--- config.mk ---
export PLATFORM = sky130hd
export DESIGN_NAME = ccarr_top
export DESIGN_NICKNAME = d
export VERILOG_FILES = /design/src/rtl/ccarr_pkg.sv /design/src/rtl/ccarr_top.sv
export VERILOG_INCLUDE_DIRS = /design/src /design/src/rtl
export SDC_FILE = /design/constraint.sdc
export NUM_CORES = 1
export LEC_CHECK = 0
export ABC_AREA = 1
export BUFFER_PORTS_ARGS = -buffer_cell sky130_fd_sc_hd__buf_2
export CORE_ASPECT_RATIO = 2
export CORE_MARGIN = 5
export CORE_UTILIZATION = 30
export DETAILED_ROUTE_END_ITERATION = 8
export HOLD_SLACK_MARGIN = 0.15
export PLACE_DENSITY_LB_ADDON = 0.08
export SYNTH_ARGS = -nofsm -noshare
export SYNTH_HDL_FRONTEND = slang
export SYNTH_SLANG_ARGS = --single-unit
--- constraint.sdc ---
create_clock -name i_sys_clk -period 2.7 [get_ports i_sys_clk]
set_input_delay 0 -clock i_sys_clk [delete_from_list [all_inputs] [get_ports i_sys_clk]]
set_output_delay 0 -clock i_sys_clk [all_outputs]
set_load 0.05 [all_outputs]
--- src/rtl/ccarr_params.svh ---
/*
 * Constants for the counter array: field positions, reset values and divider counts.
 * Assumes it is included by bare name from files under rtl/.
 */
`ifndef CCARR_PARAMS_SVH
`define CCARR_PARAMS_SVH
`define CCARR_NMOD         5
`define CCARR_WDOG_MOD     4
`define CCARR_DIV6_LAST    3'h5
`define CCARR_DIV2_LAST    3'h1
`define CCARR_CNT_RST      16'h0000
`define CCARR_VAL_RST      8'h00
`define CCARR_MODE_RST     7'h00
// Mode register field positions.
`define CCARR_M_IRQ        0
`define CCARR_M_FLIP       1
`define CCARR_M_PWM        2
`define CCARR_M_HIT        3
`define CCARR_M_FALL       4
`define CCARR_M_RISE       5
`define CCARR_M_CMP        6
`endif

--- src/rtl/ccarr_pkg.sv ---
/*
 * Types for the counter array.
 * Assumes nothing beyond a SystemVerilog compiler.
 */
package ccarr_pkg;
   typedef enum logic [1:0] {
      CCARR_SRC_DIV6 = 2'h0,
      CCARR_SRC_DIV2 = 2'h1,
      CCARR_SRC_T0OV = 2'h2,
      CCARR_SRC_EXT  = 2'h3
   } ccarr_src_t;
endpackage

--- src/rtl/ccarr_top.sv ---
/*
 * Programmable counter array: shared 16-bit time base and five compare/capture modules.
 * Assumes control bits come from a register file on the same clock, and pins are asynchronous.
 */
`timescale 1ns/100ps
`include "ccarr_params.svh"

module ccarr_top (
   input  wire logic        i_sys_clk,
   input  wire logic        i_nrst,
   input  wire logic        i_run_control,
   input  wire logic        i_idle_stop,
   input  wire logic        i_cpu_idle,
   input  wire logic        i_watchdog_enable,
   input  wire logic        i_overflow_irq_enable,
   input  wire logic [1:0]  i_count_source_select,
   input  wire logic        i_t0_overflow,
   input  wire logic        i_external_count_input,
   input  wire logic        i_overflow_flag_clr,
   input  wire logic [4:0]  i_module_event_flag_clr,
   input  wire logic [34:0] i_module_mode,
   input  wire logic [4:0]  i_value_low_wr,
   input  wire logic [4:0]  i_value_high_wr,
   input  wire logic [7:0]  i_value_wdata,
   input  wire logic [4:0]  i_module_io_pin,
   input  wire logic [4:0]  i_gpio_out,
   output logic      [4:0]  o_module_io_pin,
   output logic      [4:0]  o_module_io_pin_oe,
   output logic      [15:0] o_counter,
   output logic             o_overflow_flag,
   output logic      [4:0]  o_module_event_flag,
   output logic      [39:0] o_module_value_low,
   output logic      [39:0] o_module_value_high,
   output logic             o_irq,
   output logic             o_wdog_reset
);

   logic [15:0] cnt_q;
   logic [2:0]  div_q;
   logic [1:0]  ext_sync_q;
   logic        ext_last_q;
   logic [4:0]  pin_s1_q;
   logic [4:0]  pin_s2_q;
   logic [4:0]  pin_last_q;
   logic        adv;
   logic        div_tick;
   logic        wrap;
   logic        ovf_q;
   logic [4:0]  flag_q;
   logic [4:0]  io_q;
   logic [7:0]  lo_q [`CCARR_NMOD];
   logic [7:0]  hi_q [`CCARR_NMOD];
   logic [4:0]  hit;
   logic [4:0]  cap;
   logic [4:0]  pwm_out;
   logic        wdog_q;
   ccarr_pkg::ccarr_src_t src;

   // Field extractor used by every module slice.
   function automatic logic mbit(input logic [34:0] m, input int n, input int f);
      mbit = m[n*7+f];
   endfunction

   assign src = ccarr_pkg::ccarr_src_t'(i_count_source_select);

   // Prescaler: the terminal count depends on the selected internal division.
   always_ff @(posedge i_sys_clk or negedge i_nrst) begin
      if (!i_nrst) begin
         div_q <= 3'h0;
      end else if (div_tick) begin
         div_q <= 3'h0;
      end else begin
         div_q <= div_q + 3'h1;
      end
   end

   assign div_tick = (src == ccarr_pkg::CCARR_SRC_DIV6) ? (div_q >= `CCARR_DIV6_LAST)
                                                        : (div_q >= `CCARR_DIV2_LAST);

   // External pin synchroniser; edge detection reads only the second stage.
   always_ff @(posedge i_sys_clk or negedge i_nrst) begin
      if (!i_nrst) begin
         ext_sync_q <= 2'h0;
         ext_last_q <= 1'b0;
         pin_s1_q   <= 5'h00;
         pin_s2_q   <= 5'h00;
         pin_last_q <= 5'h00;
      end else begin
         ext_sync_q <= {ext_sync_q[0], i_external_count_input};
         ext_last_q <= ext_sync_q[1];
         pin_s1_q   <= i_module_io_pin;
         pin_s2_q   <= pin_s1_q;
         pin_last_q <= pin_s2_q;
      end
   end

   // Count advance: one source, gated by run control and idle stop.
   always_comb begin
      case (src)
         ccarr_pkg::CCARR_SRC_DIV6: adv = div_tick;
         ccarr_pkg::CCARR_SRC_DIV2: adv = div_tick;
         ccarr_pkg::CCARR_SRC_T0OV: adv = i_t0_overflow;
         ccarr_pkg::CCARR_SRC_EXT:  adv = ext_sync_q[1] & ~ext_last_q;
         default:                   adv = 1'b0;
      endcase
      adv = adv & i_run_control & ~(i_idle_stop & i_cpu_idle);
   end

   assign wrap = adv && (cnt_q == 16'hFFFF);

   // Shared time base, visible to every module.
   always_ff @(posedge i_sys_clk or negedge i_nrst) begin
      if (!i_nrst) begin
         cnt_q <= `CCARR_CNT_RST;
      end else if (adv) begin
         cnt_q <= cnt_q + 16'h0001;
      end
   end

   // Overflow flag; a wrap in the clearing cycle keeps it set.
   always_ff @(posedge i_sys_clk or negedge i_nrst) begin
      if (!i_nrst) begin
         ovf_q <= 1'b0;
      end else if (wrap) begin
         ovf_q <= 1'b1;
      end else if (i_overflow_flag_clr) begin
         ovf_q <= 1'b0;
      end
   end

   // Per-module compare, capture and pwm decode.
   genvar g;
   generate
      for (g = 0; g < `CCARR_NMOD; g++) begin : g_mod
         logic cmp_en;
         logic rise;
         logic fall;
         logic claim;
         assign cmp_en = mbit(i_module_mode, g, `CCARR_M_CMP);
         // Comparing on the advance cycle makes each count value match once only.
         assign hit[g] = cmp_en && adv && (cnt_q + 16'h0001 == {hi_q[g], lo_q[g]});
         assign rise = pin_s2_q[g] & ~pin_last_q[g];
         assign fall = ~pin_s2_q[g] & pin_last_q[g];
         assign cap[g] = (rise & mbit(i_module_mode, g, `CCARR_M_RISE))
                       | (fall & mbit(i_module_mode, g, `CCARR_M_FALL));
         assign pwm_out[g] = (cnt_q[7:0] >= lo_q[g]);

         // Value registers: capture wins over software writes.
         always_ff @(posedge i_sys_clk or negedge i_nrst) begin
            if (!i_nrst) begin
               lo_q[g] <= `CCARR_VAL_RST;
               hi_q[g] <= `CCARR_VAL_RST;
            end else if (cap[g]) begin
               lo_q[g] <= cnt_q[7:0];
               hi_q[g] <= cnt_q[15:8];
            end else begin
               if (mbit(i_module_mode, g, `CCARR_M_PWM) && cmp_en && wrap_low()) begin
                  lo_q[g] <= hi_q[g];
               end else if (i_value_low_wr[g]) begin
                  lo_q[g] <= i_value_wdata;
               end
               if (i_value_high_wr[g]) begin
                  hi_q[g] <= i_value_wdata;
               end
            end
         end

         // Event flag: hardware set wins over software clear.
         always_ff @(posedge i_sys_clk or negedge i_nrst) begin
            if (!i_nrst) begin
               flag_q[g] <= 1'b0;
            end else if ((hit[g] && mbit(i_module_mode, g, `CCARR_M_HIT)) || cap[g]) begin
               flag_q[g] <= 1'b1;
            end else if (i_module_event_flag_clr[g]) begin
               flag_q[g] <= 1'b0;
            end
         end

         // Toggle output for high-speed mode.
         always_ff @(posedge i_sys_clk or negedge i_nrst) begin
            if (!i_nrst) begin
               io_q[g] <= 1'b0;
            end else if (mbit(i_module_mode, g, `CCARR_M_PWM) && cmp_en) begin
               io_q[g] <= pwm_out[g];
            end else if (hit[g] && mbit(i_module_mode, g, `CCARR_M_FLIP)
                         && mbit(i_module_mode, g, `CCARR_M_HIT)) begin
               io_q[g] <= ~io_q[g];
            end
         end

         // The array claims the pin only in toggle or pwm modes; else ordinary I/O.
         assign claim = cmp_en && (mbit(i_module_mode, g, `CCARR_M_PWM)
                        || (mbit(i_module_mode, g, `CCARR_M_FLIP)
                        && mbit(i_module_mode, g, `CCARR_M_HIT)));
         assign o_module_io_pin[g] = claim ? io_q[g] : i_gpio_out[g];
         assign o_module_io_pin_oe[g] = 1'b1;
      end
   endgenerate

   // Low byte wraps from FF to 00 on this advance.
   function automatic logic wrap_low();
      wrap_low = adv && (cnt_q[7:0] == 8'hFF);
   endfunction

   // Watchdog reset pulse on module 4 match while enabled.
   always_ff @(posedge i_sys_clk or negedge i_nrst) begin
      if (!i_nrst) begin
         wdog_q <= 1'b0;
      end else begin
         wdog_q <= i_watchdog_enable && hit[`CCARR_WDOG_MOD];
      end
   end

   // Output assembly.
   always_comb begin
      o_irq = ovf_q & i_overflow_irq_enable;
      for (int n = 0; n < `CCARR_NMOD; n++) begin
         o_irq = o_irq | (flag_q[n] & mbit(i_module_mode, n, `CCARR_M_IRQ));
         o_module_value_low[n*8 +: 8]  = lo_q[n];
         o_module_value_high[n*8 +: 8] = hi_q[n];
      end
   end

   assign o_counter           = cnt_q;
   assign o_overflow_flag     = ovf_q;
   assign o_module_event_flag = flag_q;
   assign o_wdog_reset        = wdog_q;
endmodule
Yosys cells after proc, flatten, opt, wreduce, memory -nomap -nowiden

Cells that the tools add are included.

Add/sub/neg operators: 2
$mul: 0
Div/mod/pow operators: 0
Order comparisons: 7
Equality and inequality tests: 10
Shift operators: 0
Mux-type cells: 55
Bitwise operators: 57
Reductions and logical operators: 81

Operators with widths:

| kind                                                                  | number |
|---|---|
| 8-bit two-way mux                                                     | 25 |
| 16-bit equality test                                                  | 5 |
| 1-bit logical AND                                                     | 48 |
| 8-bit >= comparator                                                   | 5 |
| 2-bit nonzero test                                                    | 16 |
| 1-bit bitwise AND                                                     | 30 |
| 1-bit two-way mux                                                     | 28 |
| 1-bit NOT                                                             | 17 |
| 16-bit by 1-bit adder with 16-bit output, second input constant       | 1 |
| 16-bit equality test, second input constant                           | 1 |
| 3-bit nonzero test                                                    | 5 |
| 1-bit logical OR                                                      | 10 |
| 1-bit bitwise OR                                                      | 10 |
| 8-bit equality test, second input constant                            | 1 |
| 2-bit equality test, second input constant                            | 2 |
| 3-bit by 1-bit adder with 3-bit output, second input constant         | 1 |
| 3-bit by 1-bit >= comparator with 1-bit output, second input constant | 1 |
| 3-bit >= comparator, second input constant                            | 1 |
| 3-bit two-way mux                                                     | 1 |
| 1-bit one-hot mux with 3 select lines                                 | 1 |
| 2-bit by 1-bit equality test with 1-bit output, second input constant | 1 |
| 2-bit zero test                                                       | 1 |
| 2-bit OR reduction                                                    | 1 |

Bits in registers: 129
Bits in latches: 0
Bits in writable memories: 0
Memory bits (read-only): 0
Bits of input ports: 80
Output and inout bits: 114
Logic and storage cells: 241
Memories kept: 0

Logic depth before layout (Yosys ltp)

Gate-level depths: netlist of the first run.

Word-level depth: 11
Mapped depth: 16
Mapped depth without buffers: 16

Worst setup path after synthesis of the first run

Ideal clock, no wire load.

Path type: register to register
From: register cnt_q[1] (netlist: o_counter[1])
To: register io_q[2]
Arrival: 2.334 ns
Setup slack: 0.248 ns
Stages on the path, launching flop included: 16
Path through: dfrtp_1 > ha_1 > nand2_1 > nor2_2 > buf_6 > nand2_1 > nand2_2 > nor2_1 > nor2_1 > nand2_1 > nor2_1 > nand2_1 > nor2_1 > nand4_1 > nand3_1 > nand2_1

Longest elaborated chain between the ends: 6

RTL lines:

| element                                  | RTL line         | RTL |
|---|---|---|
| start: declaration                       | ccarr_top.sv:38  | `logic [15:0] cnt_q;` |
| start signal: assignment                 | ccarr_top.sv:114 | `` cnt_q <= `CCARR_CNT_RST; `` |
| start signal: assignment                 | ccarr_top.sv:116 | `cnt_q <= cnt_q + 16'h0001;` |
| 16-bit by 1-bit adder with 16-bit output | ccarr_top.sv:141 | `assign hit[g] = cmp_en && adv && (cnt_q + 16'h0001 == {hi_q[g], lo_q[g]});` |
| 16-bit equality test                     | ccarr_top.sv:141 |  |
| 1-bit logical AND                        | ccarr_top.sv:141 |  |
| 1-bit logical AND (2 in series)          | ccarr_top.sv:185 | `` end else if (hit[g] && mbit(i_module_mode, g, `CCARR_M_FLIP) `` |
| 2-bit nonzero test (no source line)      | n/a              |  |
| end signal: indexed assignment           | ccarr_top.sv:184 | `io_q[g] <= pwm_out[g];` |
| end signal: indexed assignment           | ccarr_top.sv:187 | `io_q[g] <= ~io_q[g];` |
| end: declaration                         | ccarr_top.sv:50  | `logic [4:0] io_q;` |

Parallel ways exist; a longest one is shown, timed or not.
A chain may end at the register's enable or synchronous reset.

Worst setup path in the final report of the first run

From: register div_q[2]
To: register lo_q (netlist bit o_module_value_low[34])

Longest elaborated chain between the ends: 9

RTL lines:

| element                                                                                                | RTL line         | RTL |
|---|---|---|
| start: declaration                                                                                     | ccarr_top.sv:39  | `logic [2:0] div_q;` |
| start signal: assignment                                                                               | ccarr_top.sv:73  | `div_q <= div_q + 3'h1;` |
| 3-bit by 1-bit >= comparator with 1-bit output (no source line) or 3-bit >= comparator (tied branches) | n/a              |  |
| 1-bit two-way mux *                                                                                    | ccarr_top.sv:77  | `` assign div_tick = (src == ccarr_pkg::CCARR_SRC_DIV6) ? (div_q >= `CCARR_DIV6_LAST) `` |
| 1-bit one-hot mux with 3 select lines *                                                                | ccarr_top.sv:99  | `case (src)` |
| 1-bit bitwise AND * (2 in series)                                                                      | ccarr_top.sv:106 | `adv = adv & i_run_control & ~(i_idle_stop & i_cpu_idle);` |
| 1-bit logical AND *                                                                                    | ccarr_top.sv:202 | `wrap_low = adv && (cnt_q[7:0] == 8'hFF);` |
| 1-bit logical AND *                                                                                    | ccarr_top.sv:157 | `` if (mbit(i_module_mode, g, `CCARR_M_PWM) && cmp_en && wrap_low()) begin `` |
| 8-bit two-way mux                                                                                      | ccarr_top.sv:157 |  |
| 8-bit two-way mux                                                                                      | ccarr_top.sv:153 | `end else if (cap[g]) begin` |
| end signal: indexed assignment                                                                         | ccarr_top.sv:154 | `lo_q[g] <= cnt_q[7:0];` |
| end signal: indexed assignment                                                                         | ccarr_top.sv:158 | `lo_q[g] <= hi_q[g];` |
| end signal: indexed assignment                                                                         | ccarr_top.sv:160 | `lo_q[g] <= i_value_wdata;` |
| end: declaration                                                                                       | ccarr_top.sv:51  | `` logic [7:0] lo_q [`CCARR_NMOD]; `` |

Mark *: on every way between the ends. The rest lies on a longest branch, timed or not.

==> impl_metrics.env, run 1 <==
export IMPL_worstSkewPairLatency_ps=460
export IMPL_setup_viol_count_final=0
export IMPL_period_share_pct=97.31
export IMPL_wl_per_cell_um=23.22
export IMPL_io_buffers=188
export IMPL_start_util_pct=30.15
export IMPL_dr_pass1_iters=5
export IMPL_num_io_pins=194
export IMPL_ys_types=37
export IMPL_fin_util_pct=40.99
export IMPL_power_frac_comb_pct=54.1
export IMPL_slew_headroom_pct=60.09
export IMPL_antenna_found_initial=0
export IMPL_synth_compound_area_share_pct=14.94
export IMPL_place_congestion=0.9320
export IMPL_yosys_area_share_simple_pct=32.81
export IMPL_finalHoldViolations=0
export IMPL_p_sw_share_pct=51.75
export IMPL_clockBufferDepth=2
export IMPL_fmax_mhz=380.6
export IMPL_netlist_instances=1224
export IMPL_grtUsageTotal_pct=26.30
export IMPL_synth_common_cells="308 x nand2_1, 197 x nand3_1, 155 x inv_1"
export IMPL_worst_r2r_cell_count=13
export IMPL_htree_levels=4
export IMPL_drv_slew=0
export IMPL_stdcell_count=1903
export IMPL_synth_largest_area_cell="dfrtp_1"
export IMPL_met2_usage_pct=48.41
export IMPL_critPathCapture="o_module_value_low[34]$_DFFE_PN0P_"
export IMPL_syn_area_sq_um=8862
export IMPL_die_w_um=131.5
export IMPL_cts_tree="yes"
export IMPL_fin_nets=1649
export IMPL_synthXorXnorAreaFrac_pct=0.5930
export IMPL_n_antenna_cell=0
export IMPL_drive_above_1_share_pct=21.57
export IMPL_slowest_stage="dlygate4sd3_1"
export IMPL_cp_start_kind="flip-flop"
export IMPL_synthAdderAreaFrac_pct=6.071
export IMPL_internal_power_mw=5.598
export IMPL_drc=0
export IMPL_via_per_inst=5.299
export IMPL_worstPathMaxFanout=10
export IMPL_synth_top_family_by_area="simple AND/OR/NAND/NOR gates"
export IMPL_ys_seq_elements=129
export IMPL_wl_mm=44.19
export IMPL_synth_most_common_cell="nand2_1"
export IMPL_post_cts_buffers=0
export IMPL_hp_class="in -> reg"
export IMPL_arrival_ps=3000
export IMPL_irDropWorstVdd_uv=524.3
export IMPL_clock_skew_ps=10.93
export IMPL_grt_pass1_wl_mm=65.00
export IMPL_die_h_um=253.1
export IMPL_period_minus_slack_ps=2627
export IMPL_synthFlopType="dfrtp_1"
export IMPL_rrSetupSlack_ps=70
export IMPL_vias=10080
export IMPL_clkTransAtPathRegs_ps=70
export IMPL_drt_iter0_markers=639
export IMPL_grt_pass1_vias=10320
export IMPL_crit_required_ps=3070
export IMPL_cp_common_cell="nand2_1"
export IMPL_syn_area_per_cell_sq_um=7.240
export IMPL_r2r_start="div_q[2]$_DFF_PN0_"
export IMPL_die_area_sq_um=33290
export IMPL_leakage_nw=6.202
export IMPL_synth_top_area_share_pct=36.43
export IMPL_path_class="reg -> reg"
export IMPL_clkPwrFrac_pct=21.6
export IMPL_drtAntennaViolNets=0
export IMPL_place_inst=1794
export IMPL_power_density_nw_per_um2=962.9
export IMPL_yosys_top_cells_area="dfrtp_1 36%, nand2_1 13%, nand3_1 11%, o221ai_1 7.8%, inv_1 6.6%"
export IMPL_muxShareOfSynthArea_pct=0
export IMPL_core_sq_um=29400
export IMPL_rsz0062_at_grt="no"
export IMPL_hpwl_mm=35.33
export IMPL_use_met3_pct=3.439
export IMPL_rows=89
export IMPL_worst_pin_slew_ps=596.5
export IMPL_root_buffer="clkbuf_16"
export IMPL_timing_rr_end="o_module_value_low[34]$_DFFE_PN0P_"
export IMPL_async_reset_ff_share_pct=100.0
export IMPL_top_usage_layer="met2"
export IMPL_tns_ps=0
export IMPL_ys_seq_area_share_pct=36.43
export IMPL_cpPeakStageDelay_ps=570
export IMPL_status="finished, final reports clean"
export IMPL_p_sw_mw=6.005
export IMPL_seq_power_share_pct=24.3
export IMPL_yosysWarnings=0
export IMPL_synth_edf_count=0
export IMPL_grt_use_met1_pct=27.61
export IMPL_overflow=0
export IMPL_grt_max_degree=35
export IMPL_endpoint_kind="flip-flop"
export IMPL_critical_path_cell_chain="o21ai_0 -> dlygate4sd3_1 -> nand2_1 -> nand2_1 -> nand2_1 -> nand2_1 -> nor2_4 -> buf_12 -> nand2_2 -> buf_4 -> o21ai_0 -> nand3_1 -> o221ai_1"
export IMPL_crit_start="div_q[2]$_DFF_PN0_"
export IMPL_clkSinkCount=129
export IMPL_area_growth_pct=35.97
export IMPL_drv_cap=0
export IMPL_numCtsBuffers=17
==> critical path: cells and delay by family (launching register included) <==
kind / cells / cell delay, ps
buffers and inverters: 3 / 910
AND/OR/NAND/NOR: 7 / 670
AO/OA/AOI/OAI: 3 / 570
flip-flops: 1 / 390
==> cell type report <==
| type | count | area, sq um |
|---|---|---|
| fill | 3166 | 17350 |
| clock inverter | 14 | 181.4 |
| inverter | 157 | 589.3 |
| timing repair buffer | 328 | 2251 |
| multi-input combinational | 893 | 4905 |
| sequential | 129 | 3229 |
| tap | 364 | 455.4 |
| clock buffer | 18 | 439.2 |
==> repair_timing <==
action                                  4_1_cts  5_1_grt
pin swaps                                     0        0
hold buffers                                 77        0
endpoints found under the setup margin        1       29
resized for setup                             1       13
endpoints found under the hold margin       200        0
==> placed cells by master (no fill, tap or decap), types with 2 or more instances in the layout <==
| master | count |
|---|---|
| nand2_1 | 305 |
| nand3_1 | 197 |
| buf_2 | 187 |
| inv_1 | 155 |
| dfrtp_1 | 128 |
| o221ai_1 | 79 |
| dlygate4sd3_1 | 76 |
| nor2_1 | 75 |
| o21ai_0 | 65 |
| buf_4 | 59 |
| ha_1 | 43 |
| a21oi_1 | 30 |
| clkbuf_16 | 17 |
| nand4_1 | 16 |
| nand2_2 | 16 |
| o211ai_1 | 7 |
| and3_1 | 6 |
| nor2_2 | 5 |
| nor2_4 | 5 |
| conb_1 | 5 |
| clkinv_4 | 5 |
| buf_12 | 5 |
| xor2_1 | 4 |
| a21oi_2 | 4 |
| nand4_2 | 4 |
| clkinvlp_4 | 4 |
| o2111ai_1 | 3 |
| nand3b_4 | 3 |
| o21ai_1 | 3 |
| nand3b_1 | 3 |
| bufinv_16 | 3 |
| xnor2_1 | 2 |
| inv_2 | 2 |
| nand2_4 | 2 |
| nand3_2 | 2 |
| inv_6 | 2 |
==> logic make-up after synthesis <==
| family | count (synthesis) |
|---|---|
| and+or+nand+nor | 643 |
| buffers and inverters | 206 |
| AOI/OAI and AO/OA | 196 |
| DFF | 129 |
| adders and majority gates | 43 |
| xor gates and xnor gates | 6 |
| other | 1 |
==> registers in the layout (all words and copies together) (netlist names), 5 cells and up <==
| signal | flops |
|---|---|
| pin_last_q | 5 |
| pin_s2_q | 5 |
| o_module_value_low | 40 |
| pin_s1_q | 5 |
| io_q | 5 |
| o_counter | 16 |
| o_module_event_flag | 5 |
| o_module_value_high | 40 |
==> power by group through the flow <==
stage	sequential [mW]	clock [mW]	combinational [mW]
after floorplan	3.94	0	2.63
after global placement	2.84	0	6.11
after detailed placement	2.84	0	6.11
after CTS	2.81	2.57	6.26
after global routing	2.86	2.64	6.79
final	2.82	2.51	6.28
==> stage by stage <==
stage | worst slack [ps] | hold WS, ps | power (mW) | cell area [sq um]
after global placement | 13.36 | 45.19 | 8.951 | 10600
after floorplan | 248.2 | -295.6 | 6.572 | 8877
final | 72.52 | 178.2 | 11.60 | 12050
after global routing | 4.256 | 175.8 | 12.29 | 12050
after CTS | 92.28 | 152.6 | 11.63 | 12000
after detailed placement | 11.29 | 47.37 | 8.948 | 10600
==> metal layers <==
| metal | wire length [um] | share of wire [%] |
|---|---|---|
| met2 | 23520 | 53 |
| met5 | 0 | 0 |
| met4 | 3256 | 7.4 |
| met1 | 15540 | 35 |
| met3 | 1878 | 4.3 |
==> worst min-delay path by stage <==
stage	startpoint	endpoint	cells after the start
finish	i_module_io_pin[1]	pin_s1_q[1]$_DFF_PN0_	2
global route	i_module_io_pin[4]	pin_s1_q[4]$_DFF_PN0_	2
CTS	i_module_mode[5]	o_module_event_flag[0]$_DFFE_PN0P_	5
detailed placement	i_nrst	io_q[1]$_DFFE_PN0P_	1
global placement	i_nrst	ext_sync_q[1]$_DFF_PN0_	1
floorplan	i_nrst	div_q[0]$_DFF_PN0_	0
No activity file was read; power rests on OpenSTA's default activity.
==> run 2, diff against run 1 <==
--- a/config.mk
+++ b/config.mk
@@ -6,7 +6,6 @@
 export SDC_FILE = /design/constraint.sdc
 export NUM_CORES = 1
 export LEC_CHECK = 0
-export ABC_AREA = 1
 export BUFFER_PORTS_ARGS = -buffer_cell sky130_fd_sc_hd__buf_2
 export CORE_ASPECT_RATIO = 2
 export CORE_MARGIN = 5
==> run 2 against run 1 <==
Clock skew hardly changed; global-route usage is 2.2 points lower; first-iteration DRC count is 9.1% lower; register-to-register slack worse by 60 ps; clock-buffer cell count is 6 higher; sequential share of layout area is 1.2 points lower; synthesized area is 2.8% higher; final cell count is 10% lower; synthesized cell count is 18% lower.
==> impl_metrics.env, run 2 <==
export IMPL_status="finished, final reports clean"
export IMPL_synth_most_common_cell="nand2_1"
export IMPL_area_growth_pct=39.06
export IMPL_syn_area_sq_um=9112
export IMPL_final_common_cell="buf_2"
export IMPL_dr_pass1_iters=5
export IMPL_die_w_um=133.2
export IMPL_period_minus_slack_ps=2689
export IMPL_slowest_stage="dfrtp_2"
export IMPL_worst_pin_slew_ps=671.1
export IMPL_drv_cap=0
export IMPL_vias=9059
export IMPL_synth_edf_count=0
export IMPL_cp_start_kind="flip-flop"
export IMPL_synthFlopType="dfrtp_1"
export IMPL_overflow=0
export IMPL_ys_seq_elements=129
export IMPL_drt_iter0_markers=581
export IMPL_cp_top_family="simple AND/OR/NAND/NOR gates"
export IMPL_cp_num_buf_inv=2
export IMPL_yosys_top_cells_area="dfrtp_1 35%, o21ai_0 7.7%, nand2_1 6.6%, ha_1 5.9%, xnor2_1 5.4%"
export IMPL_grtUsageTotal_pct=24.13
export IMPL_htree_levels=4
export IMPL_crit_required_ps=3060
export IMPL_root_buffer="clkbuf_16"
export IMPL_core_sq_um=30070
export IMPL_hp_class="in -> reg"
export IMPL_drive_above_1_share_pct=31.02
export IMPL_path_class="reg -> reg"
export IMPL_final_cell_mix="189 x buf_2, 160 x nand2_1, 137 x o21ai_0, 117 x dfrtp_1, 110 x buf_4"
export IMPL_synth_top_area_share_pct=35.42
export IMPL_start_util_pct=30.31
export IMPL_hold_depth=6
export IMPL_num_io_pins=194
export IMPL_grt_pass1_vias=9142
export IMPL_io_buffers=188
export IMPL_clkTransAtPathRegs_ps=60
export IMPL_yosysWarnings=0
export IMPL_irDropWorstVdd_uv=473.9
export IMPL_antenna_found_initial=1
export IMPL_synth_largest_area_cell="dfrtp_1"
export IMPL_async_reset_ff_share_pct=100.0
export IMPL_leakage_nw=5.952
export IMPL_cts_tree="yes"
export IMPL_cpPeakStageDelay_ps=450
export IMPL_worstPathMaxFanout=6
export IMPL_arrival_ps=3050
export IMPL_hpwl_mm=31.72
export IMPL_stdcell_count=1710
export IMPL_rows=90
export IMPL_cp_depth=10
export IMPL_endpoint_kind="flip-flop"
export IMPL_ys_seq_area_share_pct=35.42
export IMPL_clock_skew_ps=10.51
export IMPL_via_per_inst=5.298
export IMPL_drv_slew=0
export IMPL_clkSinkCount=129
export IMPL_numCtsBuffers=17
export IMPL_grt_pass1_wl_mm=60.76
export IMPL_rsz0062_at_grt="yes"
export IMPL_worst_r2r_cell_count=10
export IMPL_power_density_nw_per_um2=750.6
export IMPL_finalHoldViolations=0
export IMPL_ys_types=75
export IMPL_die_area_sq_um=34170
export IMPL_place_congestion=0.9133
export IMPL_slew_headroom_pct=55.26
export IMPL_fillers=3057
export IMPL_fin_nets=1451
export IMPL_cp_common_cell="buf_4"
export IMPL_drtAntennaViolNets=0
export IMPL_clockBufferDepth=2
export IMPL_grt_max_degree=69
export IMPL_syn_area_per_cell_sq_um=9.040
export IMPL_place_inst=1602
export IMPL_period_share_pct=99.60
export IMPL_synth_common_cells="160 x nand2_1, 140 x o21ai_0, 129 x dfrtp_1"
export IMPL_worstSkewPairLatency_ps=450
export IMPL_fmax_mhz=371.9
export IMPL_wl_per_cell_um=24.60
export IMPL_setup_viol_count_final=0
export IMPL_drc=0
export IMPL_wl_mm=42.07
export IMPL_netlist_instances=1008
export IMPL_critical_path_cell_chain="buf_4 -> nand3_2 -> nor2_2 -> buf_4 -> xnor3_1 -> nand2_1 -> nor4_2 -> nand4_1 -> or3_1 -> a32oi_1"
export IMPL_fin_util_pct=42.15
export IMPL_die_h_um=256.5
## run 2: per-stage QoR
stage          hold slack [ps]  setup WS (ps)  instance area (sq um)  setup TNS (ps)  total power, mW
6_report                 178.7          10.87                  12670               0            9.512
5_1_grt                  199.2         -71.34                  12670          -91.41            9.999
4_1_cts                  165.1         -14.44                  12360          -14.44            9.417
3_5_place_dp            -90.95         -174.9                  11110          -622.5            6.870
3_3_place_gp            -92.59         -159.8                  11110          -347.0            6.847
2_1_floorplan           -295.6          13.39                   9185               0            5.297
## run 2: tightest hold or removal path: stages
cell,delay (ps)
buf_2,130
nand3_2,100
buf_6,130
o211ai_1,80
o21ai_0,80
o21ai_1,60
## run 2: final timing paths
| path | from | to | slack, ps |
|---|---|---|---|
| setup reg to reg | o_counter[3]$_DFFE_PN0N_ | io_q[4]$_DFFE_PN0P_ | 10 |
| min in group asynchronous | i_nrst | pin_s1_q[4]$_DFF_PN0_ | 630 |
| setup / recovery | o_counter[3]$_DFFE_PN0N_ | io_q[4]$_DFFE_PN0P_ | 10 |
| hold / removal | i_module_mode[6] | o_module_value_low[3]$_DFFE_PN0P_ | 180 |
| max in group asynchronous | i_nrst | o_counter[1]$_DFFE_PN0N_ | 1540 |
| hold reg to reg | pin_s1_q[3]$_DFF_PN0_ | pin_s2_q[3]$_DFF_PN0_ | 350 |
## run 2: area by class of cell
type	count	area (sq um)	share of cell area, %
clock inverter	8	105.1	0.8294
multi-input combinational	754	5614	44.30
timing repair buffer	374	2561	20.21
antenna	1	2.502	0.01975
clock buffer	24	481.7	3.801
inverter	52	201.4	1.590
sequential	129	3246	25.61
tap	368	460.4	3.633
## run 2: repair_timing
action	in CTS	in global routing
hold endpoints to repair	227	3
endpoints found under the setup margin	8	48
setup buffers	1	9
pin swaps	0	21
gates resized for setup	10	47
hold buffers	60	1
gates cloned	0	5
## run 2: cells by family (layout without fill, tap and decap cells)
family	Yosys count	count (layout)	share of synthesized area (%)
simple gates	293	293	16.12
compound gates	263	263	17.99
flops	129	129	35.43
buf+inv	129	458	5.877
xor+xnor	96	96	12.62
mux	53	53	5.918
fa+ha+maj	44	44	6.014
other cells	1	6	0.04115
## run 2: metal layers
layer	part of all wire, %	track usage, %	up-vias
li1	-	-	4201
met3	4.1	3.668	68
met4	3.9	10.13	0
met2	54	44.67	306
met5	0	0	-
met1	38	27.17	4484
## run 2: report_power, final
| group | switching (mW) | internal, mW | total, mW |
|---|---|---|---|
| clock | 0.941 | 1.43 | 2.37 |
| combinational | 2.73 | 1.80 | 4.52 |
| sequential | 0.407 | 2.21 | 2.62 |
